<file path="src/include/gamma_pkg.sv">
// shared constants and types for the gamma reference two-wire slave
package gamma_pkg;
  localparam int NUM_CH = 12;
  localparam int CODE_W = 10;
  localparam logic [5:0] DEV_ADDR_HI = 6'h3a; // 111010x
  localparam logic [7:0] GC_ADDR = 8'h00;
  localparam logic [7:0] GC_RESET = 8'h06;
  localparam logic [4:0] HS_CODE_HI = 5'h01; // 00001xxx
  localparam logic [3:0] CH_LAST = 4'hb;
  localparam int LATCH_ALL_BIT = 7; // bit 15 of the word, bit 7 of the high byte
  localparam logic [CODE_W-1:0] RESET_CODE [NUM_CH] = '{
    10'h3e0, 10'h360, 10'h320, 10'h300, 10'h2c0, 10'h240,
    10'h1c0, 10'h140, 10'h100, 10'h0e0, 10'h0a0, 10'h020};
  // one decoded bus event from the line monitor
  typedef struct packed {
    logic start;
    logic stop;
    logic scl_rise;
    logic scl_fall;
    logic sda;
  } bus_ev_s;
endpackage : gamma_pkg

</file>
<file path="src/verilog/gamma_dac_i2c_slave.sv">
// two-wire slave and twelve-channel double-buffered code registers
`timescale 1ns/1ps
module gamma_dac_i2c_slave (
  input wire logic sys_clk, // system clock, 125 MHz
  input wire logic rst, // async reset, high (power-up)
  input wire logic scl_in, // bus clock pin, input only
  input wire logic sda_in, // bus data pin level
  output logic sda_out, // data pin drive value, always low
  output logic sda_oe, // data pin pull-down enable
  input wire logic addr_select_pin, // low address bit
  input wire logic output_latch_pin, // high holds outputs until pin fall, bit 15 word or general-call reset
  output logic [gamma_pkg::CODE_W-1:0] ch_out [gamma_pkg::NUM_CH], // latched codes
  output logic hs_mode // high-speed filters on
);
  typedef enum logic [2:0] {
    ST_IDLE = 3'b000,
    ST_ADDR = 3'b001,
    ST_ACK = 3'b010,
    ST_RX = 3'b011,
    ST_TX = 3'b100,
    ST_TX_ACK = 3'b101
  } state_e;

  gamma_pkg::bus_ev_s ev;
  state_e state;
  logic [2:0] bit_cnt;
  logic [7:0] shift;
  logic ack_pend; // drive ack in coming ack slot
  logic is_read;
  logic gc_mode;
  logic have_ptr; // channel pointer byte received
  logic hi_done; // high byte of pair held
  logic [1:0] hi_bits;
  logic latch_req;
  logic [3:0] ptr;
  logic gc_reset;
  logic ld_q1;
  logic ld_q2;
  logic ld_prev;
  logic sel_q1; // address select pin, first flop
  logic sel_q2; // address select pin, safe to read
  logic [gamma_pkg::CODE_W-1:0] ch_reg [gamma_pkg::NUM_CH];
  logic [gamma_pkg::CODE_W-1:0] rd_word;

  ////////////////////////////////////////////////////////////////////
  // line monitor
  bus_monitor u_mon (
    .sys_clk(sys_clk),
    .rst(rst),
    .scl_in(scl_in),
    .sda_in(sda_in),
    .ev(ev)
  );

  // open-drain data pin; there is no clock output at all
  assign sda_out = 1'b0;

  ////////////////////////////////////////////////////////////////////
  // byte decode
  wire [7:0] rx_byte = {shift[6:0], ev.sda};
  wire byte_end = ev.scl_rise && bit_cnt == 3'd7;
  wire addr_me = rx_byte[7:2] == gamma_pkg::DEV_ADDR_HI && rx_byte[1] == sel_q2;
  wire addr_gc = rx_byte == gamma_pkg::GC_ADDR;
  wire addr_hs = rx_byte[7:3] == gamma_pkg::HS_CODE_HI;
  wire ptr_ok = rx_byte[3:0] <= gamma_pkg::CH_LAST;
  wire [3:0] ptr_next = (ptr == gamma_pkg::CH_LAST) ? 4'h0 : ptr + 4'h1;
  wire wr_low = byte_end && state == ST_RX && !gc_mode && have_ptr && hi_done;
  wire do_latch_all = wr_low && latch_req;
  wire ld_fall = ld_prev && !ld_q2;

  assign rd_word = ch_reg[ptr];

  // latch pin is a pin: two flops before use
  always_ff @(posedge sys_clk or posedge rst) begin
    if (rst) begin
      ld_q1 <= 1'b1;
      ld_q2 <= 1'b1;
      ld_prev <= 1'b1;
      sel_q1 <= 1'b0;
      sel_q2 <= 1'b0;
    end else begin
      ld_q1 <= output_latch_pin;
      ld_q2 <= ld_q1;
      ld_prev <= ld_q2;
      sel_q1 <= addr_select_pin;
      sel_q2 <= sel_q1;
    end
  end

  ////////////////////////////////////////////////////////////////////
  // protocol state machine; samples on rising clock, drives on falling
  always_ff @(posedge sys_clk or posedge rst) begin
    if (rst) begin
      state <= ST_IDLE;
      bit_cnt <= 3'd0;
      shift <= 8'h00;
      ack_pend <= 1'b0;
      is_read <= 1'b0;
      gc_mode <= 1'b0;
      have_ptr <= 1'b0;
      hi_done <= 1'b0;
      hi_bits <= 2'h0;
      latch_req <= 1'b0;
      ptr <= 4'h0;
      gc_reset <= 1'b0;
      hs_mode <= 1'b0;
      sda_oe <= 1'b0;
    end else begin
      gc_reset <= 1'b0;
      if (ev.stop) begin
        state <= ST_IDLE;
        sda_oe <= 1'b0;
        hs_mode <= 1'b0;
        hi_done <= 1'b0;
      end else if (ev.start) begin
        // repeated start keeps speed mode and pointer, drops half word
        state <= ST_ADDR;
        bit_cnt <= 3'd0;
        sda_oe <= 1'b0;
        hi_done <= 1'b0;
        gc_mode <= 1'b0;
      end else begin
        unique case (state)
          ST_IDLE: begin
            sda_oe <= 1'b0;
          end
          ST_ADDR: begin
            if (ev.scl_rise) begin
              shift <= rx_byte;
              bit_cnt <= bit_cnt + 3'd1;
            end
            if (byte_end) begin
              is_read <= rx_byte[0] && addr_me;
              gc_mode <= addr_gc;
              have_ptr <= have_ptr && rx_byte[0];
              if (addr_hs) begin
                hs_mode <= 1'b1;
                state <= ST_IDLE;
              end else if (addr_me || addr_gc) begin
                ack_pend <= 1'b1;
                state <= ST_ACK;
              end else begin
                state <= ST_IDLE;
              end
            end
          end
          ST_ACK: begin
            // pull low during the ninth clock, release on its falling edge
            if (ev.scl_fall) begin
              if (sda_oe) begin
                sda_oe <= 1'b0;
                if (is_read) begin
                  state <= ST_TX;
                  sda_oe <= 1'b1; // high byte msb is always zero
                end else begin
                  state <= ST_RX;
                end
                bit_cnt <= 3'd0;
              end else if (ack_pend) begin
                sda_oe <= 1'b1;
                ack_pend <= 1'b0;
              end else begin
                state <= ST_IDLE; // unacked byte: wait for next start
              end
            end
          end
          ST_RX: begin
            if (ev.scl_rise) begin
              shift <= rx_byte;
              bit_cnt <= bit_cnt + 3'd1;
            end
            if (byte_end) begin
              state <= ST_ACK;
              if (gc_mode) begin
                ack_pend <= rx_byte == gamma_pkg::GC_RESET;
                gc_reset <= rx_byte == gamma_pkg::GC_RESET;
              end else if (!have_ptr) begin
                ack_pend <= ptr_ok;
                have_ptr <= ptr_ok;
                ptr <= rx_byte[3:0];
                hi_done <= 1'b0;
              end else if (!hi_done) begin
                ack_pend <= 1'b1;
                hi_done <= 1'b1;
                hi_bits <= rx_byte[1:0];
                latch_req <= rx_byte[gamma_pkg::LATCH_ALL_BIT];
              end else begin
                ack_pend <= 1'b1;
                hi_done <= 1'b0;
                ptr <= ptr_next;
              end
            end
          end
          ST_TX: begin
            // bit 7 already driven at ack fall; rest shift on each fall
            if (ev.scl_fall) begin
              bit_cnt <= bit_cnt + 3'd1;
              if (bit_cnt == 3'd7) begin
                sda_oe <= 1'b0;
                state <= ST_TX_ACK;
              end else begin
                sda_oe <= hi_done ? !rd_word[6 - bit_cnt] :
                          (bit_cnt < 3'd5 ? 1'b1 : !rd_word[4'd14 - 4'(bit_cnt)]);
              end
            end
          end
          ST_TX_ACK: begin
            if (ev.scl_rise) begin
              if (ev.sda) begin
                state <= ST_IDLE;
              end else begin
                bit_cnt <= 3'd0;
                if (hi_done) begin
                  hi_done <= 1'b0;
                  ptr <= ptr_next;
                end else begin
                  hi_done <= 1'b1;
                end
              end
            end
            if (ev.scl_fall && state == ST_TX_ACK) begin
              state <= ST_TX;
              sda_oe <= hi_done ? !rd_word[7] : 1'b1;
            end
          end
          default: state <= ST_IDLE;
        endcase
      end
      if (gc_reset) begin
        hs_mode <= 1'b0;
        ptr <= 4'h0;
        have_ptr <= 1'b0;
      end
    end
  end

  ////////////////////////////////////////////////////////////////////
  // channel storage and output latches, one per channel
  generate
    for (genvar i = 0; i < gamma_pkg::NUM_CH; i++) begin : g_ch
      wire wr_this = wr_low && ptr == 4'(i);
      wire [gamma_pkg::CODE_W-1:0] new_code = {hi_bits, rx_byte};
      always_ff @(posedge sys_clk or posedge rst) begin
        if (rst) begin
          ch_reg[i] <= gamma_pkg::RESET_CODE[i];
        end else if (gc_reset) begin
          ch_reg[i] <= gamma_pkg::RESET_CODE[i];
        end else if (wr_this) begin
          ch_reg[i] <= new_code;
        end
      end
      // output stage follows on pin-low write, pin fall, or bit 15 word
      always_ff @(posedge sys_clk or posedge rst) begin
        if (rst) begin
          ch_out[i] <= gamma_pkg::RESET_CODE[i];
        end else if (gc_reset) begin
          ch_out[i] <= gamma_pkg::RESET_CODE[i];
        end else if (wr_this && (!ld_q2 || latch_req)) begin
          ch_out[i] <= new_code;
        end else if (ld_fall || do_latch_all || (!ld_q2 && !ld_prev)) begin
          ch_out[i] <= ch_reg[i];
        end
      end
    end
  endgenerate
endmodule : gamma_dac_i2c_slave

</file>
<file path="src/verilog/bus_monitor.sv">
// synchroniser and start/stop/edge detector for the two bus lines
`timescale 1ns/1ps
module bus_monitor (
  input wire logic sys_clk, // system clock
  input wire logic rst, // async reset, high
  input wire logic scl_in, // bus clock pin
  input wire logic sda_in, // bus data pin
  output gamma_pkg::bus_ev_s ev // decoded events, one-cycle pulses, plus the synced data level
);
  logic [1:0] scl_sync;
  logic [1:0] sda_sync;
  logic scl_q;
  logic sda_q;
  gamma_pkg::bus_ev_s next_ev;

  ////////////////////////////////////////////////////////////////////
  // two flops per pin, then one more stage for edge finding
  always_ff @(posedge sys_clk or posedge rst) begin
    if (rst) begin
      scl_sync <= 2'h3;
      sda_sync <= 2'h3;
      scl_q <= 1'b1;
      sda_q <= 1'b1;
    end else begin
      scl_sync <= {scl_sync[0], scl_in};
      sda_sync <= {sda_sync[0], sda_in};
      scl_q <= scl_sync[1];
      sda_q <= sda_sync[1];
    end
  end

  // data edge while clock high marks start or stop
  assign next_ev.start = scl_q && scl_sync[1] && sda_q && !sda_sync[1];
  assign next_ev.stop = scl_q && scl_sync[1] && !sda_q && sda_sync[1];
  assign next_ev.scl_rise = !scl_q && scl_sync[1];
  assign next_ev.scl_fall = scl_q && !scl_sync[1];
  assign next_ev.sda = sda_sync[1];

  // registered so the core sees clean pulses
  always_ff @(posedge sys_clk or posedge rst) begin
    if (rst) begin
      ev <= '{default: 1'b0, sda: 1'b1};
    end else begin
      ev <= next_ev;
    end
  end
endmodule : bus_monitor

</file>
<file path="config.mk">
export PLATFORM = sky130hd
export DESIGN_NAME = gamma_dac_i2c_slave
export DESIGN_NICKNAME = d
export VERILOG_FILES = /design/src/include/gamma_pkg.sv /design/src/verilog/gamma_dac_i2c_slave.sv /design/src/verilog/bus_monitor.sv
export SDC_FILE = /design/constraint.sdc
export NUM_CORES = 1
export LEC_CHECK = 0
export ABC_CLOCK_PERIOD_IN_PS = 7620
export BUFFER_PORTS_ARGS = -buffer_cell sky130_fd_sc_hd__buf_2
export CELL_PAD_IN_SITES_DETAIL_PLACEMENT = 0
export CELL_PAD_IN_SITES_GLOBAL_PLACEMENT = 1
export CORE_ASPECT_RATIO = 0.5
export CORE_MARGIN = 8
export CORE_UTILIZATION = 25
export CTS_CLUSTER_DIAMETER = 100
export DETAILED_ROUTE_END_ITERATION = 10
export PLACE_DENSITY_LB_ADDON = 0.25
export SYNTH_ARGS = -nofsm -noshare
export SYNTH_HDL_FRONTEND = slang
export SYNTH_SLANG_ARGS = --single-unit
</file>
<file path="constraint.sdc">
create_clock -name sys_clk -period 7.62 [get_ports sys_clk]
set_input_delay 0.381 -clock sys_clk [delete_from_list [all_inputs] [get_ports sys_clk]]
set_output_delay 0.381 -clock sys_clk [all_outputs]
set_load 0.01 [all_outputs]
</file>
==> flow_summary.ini <==
[setup_path]
crit_type = reg2reg
worstSetupEndpointType = flip-flop
crit_chain = ha_1 > ha_1 > and2_1 > nand4_2 > or2_1 > nand3b_2 > nand2b_2 > buf_4 > o21ai_0
slowest_stage = nand2b_2
crit_path_start = bit_cnt[0]$_DFFE_PP0P_
reg2reg_from = bit_cnt[0]$_DFFE_PP0P_
path_max_fanout = 58
r2r_cells = 9
start_kind = flip-flop
crit_required_ns = 8.04
cpPeakStageDelay_ns = 0.80
cp_common_cell = ha_1
arrival_ns = 4.58
rrSetupSlack_ns = 3.46
r2r_end = ch_out[55]$_DFFE_PP0P_

[sta]
setup_viol = 0
skew_ns = 0.01592
slew_headroom_pct = 21.56
worst_pin_slew_ns = 1.177
fin_tns_setup_ns = 0
hold_violations = 0
fmax_mhz = 240.5
min_period_ns = 4.157
finalCritPeriodShare_pct = 54.56
report.final.slew_viol_count = 0
rsz0062_at_grt = no

[logic_synthesis]
synth_top_family_by_area = simple AND/OR/NAND/NOR gates
syn-num-nets = 1422
synth_xor_area_share_pct = 0.06254
seq_area_frac_synth_pct = 51.01
synth_top_area_share_pct = 37.88
ys_async_sr_fraction_pct = 100.0
synth-compound-area-share_pct = 13.20
synth_area_leader_cell = dfrtp_1
synth_ff_type = dfrtp_1
yosysWarnings = 0
synth-simple-area-share_pct = 15.59
synth.distinct_cells = 65
yosys-top-cells-area = dfrtp_1 38%, dfstp_2 13%, mux2i_1 9.4%, nand2_1 6.4%, a21oi_1 5.0%
synthTopCellsByCount = 239 x nand2_1, 212 x dfrtp_1, 139 x a21oi_1
muxShareOfSynthArea_pct = 14.82
synthesis.instances = 1409
synthAdderAreaFrac_pct = 0.6254
synth_edf_count = 0
synth_area_um2 = 14000
post_synth.cell_area_avg_um2 = 9.939
synth_most_common_cell = nand2_1
ys_seq_elements = 282

[global_routing]
grt_pass1_wl_um = 76980
grt.overflow.total = 0
track_usage_pct = 15.39
grt_max_degree = 158
antenna_found_initial = 2
grt_pass1_vias = 11170

[cts]
clk_pin_slew_worst_paths_ns = 0.06
clock_latency_ns = 0.58
cts_tree = yes
clock-sinks = 282
holdBufCountCts = 5
ctsHtreeMaxLevel = 1
cts-resized-gates = 0
post_cts_buffers = 0
cts_made_buffers = 30
cts_buffer_depth = 3
clockRootBuffer = clkbuf_16

[routing]
routed_wl_um = 50630
wl_per_cell_um = 22.55
postRouteAntennaNets = 0
dr_total_vias = 11110
drc_errors = 0
first_pass_iters = 5
drtIter0Drc = 1002
via_per_inst = 4.948

[die]
io_pins = 129
die_h_um = 183.4
core_area_um2 = 55490
dieArea_um2 = 64310
std_cell_rows = 61
initial_core_util_pct = 25.24
fp.dieW_um = 350.7

[min_path]
hp-class = reg2reg
whs_path_depth = 0
worstHoldEndpoint = u_mon.scl_sync[1]$_DFF_PP1_
worstHoldStart = u_mon.scl_sync[0]$_DFF_PP1_

[pwr]
p_sw_share_pct = 27.37
p_clk_share_pct = 45.9
p_sw_uw = 1008
ir_drop_uv = 136.3
p_per_area_nw_per_um2 = 224.8
power_uw = 3682
power_frac_comb_pct = 10.2
power.leakage_uw = 0.007938
seqPwrFrac_pct = 43.9
p_int_uw = 2674

[cells_and_area]
diodes = 0
final_nets = 1479
final-instance-count-excl-fill = 2245
drive_above_1_share_pct = 22.57
area_growth_pct = 16.95

[place]
globalplace.congestion = 0.8127
place_hpwl_um = 33320
place_inst = 2185
io_buffers = 127

[run_status]
status = completed

[run]
drv_cap = 0
logic make-up after synthesis:
logic type | count (synthesis)
compound gates | 321
other cells | 1
mux | 173
buf+inv | 145
xor+xnor | 1
simple gates | 479
fa+ha+maj | 7
flops | 282
cell usage in the layout, fill, tap and decap left out, types with 3 or more instances in the layout:
cell           synthesis  final
mux4_2                22     22
clkbuf_16              0     31
mux2i_1              132    132
dfrtp_1              212    210
a211oi_1               3      3
bufinv_16              0      8
a22oi_1                3      3
mux2_2                16     16
o211ai_1               5      5
nand3_1              104    104
and3_1                26     26
nand2_1              239    239
dlygate4sd3_1          0      5
a21oi_1              139    139
nand2b_1               8      7
a211o_1               27     27
a221oi_1               3      3
nand4_1                5      5
or3_1                  3      3
nand3b_1               8      8
buf_4                  7     23
dfstp_2               70     70
buf_2                 31    127
o21ai_0              110    110
mux4_1                 3      3
clkinv_2               0      8
o21ai_1                6      6
o22ai_1                4      4
ha_1                   7      6
inv_1                 13     12
nor3_1                11     10
nor2_1                47     44
nor2b_1               11     11
nor2_2                 2      5
a31oi_1                3      3
critical path, delay by kind of cell, from the launching register on:
| family | cells | cell delay (ns) |
|---|---|---|
| and+or+nand+nor | 5 | 2.00 |
| buffers and inverters | 1 | 0.60 |
| adders and majority gates | 2 | 0.59 |
| DFF | 1 | 0.55 |
| AOI/OAI and AO/OA | 1 | 0.20 |
how the worst max path moves through the flow:
stage               slack [ns]  depth (start not counted)                      to
finish                    3.46                          9  ch_out[55]$_DFFE_PP0P_
global route              3.05                          9  ch_out[52]$_DFFE_PP0P_
CTS                       3.38                          9  ch_out[45]$_DFFE_PP0P_
detailed placement        3.40                          9  ch_out[52]$_DFFE_PP0P_
global placement          3.46                          9  ch_out[49]$_DFFE_PP0P_
floorplan                 3.56                          1    ack_pend$_DFFE_PP0P_
power by group through the flow:
stage               logic [uW]  registers (uW)  clock network, uW
finish                     375            1620               1690
global route               409            1620               1790
CTS                        379            1620               1730
detailed placement         377            1640                  0
global placement           380            1640                  0
floorplan                  256            1600                  0
area by class of cell:
class                      instances  area, um^2
fill                            5797       39110
sequential                       282        7149
multi-input combinational        982        6228
tap                              756       945.9
timing repair buffer             156       878.3
clock buffer                      35       810.8
clock inverter                    20       309.0
inverter                          14       56.30
metal layers:
metal	part of all wire [%]	track usage [%]	up-vias
li1	-	-	5090
met3	6.5	3.112	56
met5	0.014	0	-
met2	43	22.57	325
met4	1.7	2.689	2
met1	49	23.34	5635
stage by stage:
stage          hold slack [ns]  utilization [%]  setup WS, ns  instance area [um^2]
2_1_floorplan           0.3312                -         3.561                 14010
3_3_place_gp            0.3392            27.41         3.460                 15210
3_5_place_dp            0.3468            27.41         3.404                 15210
4_1_cts                 0.3562            29.52         3.383                 16380
5_1_grt                 0.3637            29.52         3.046                 16380
6_report                0.3560            29.52         3.463                 16380
Power figures use the tool's default switching activity.
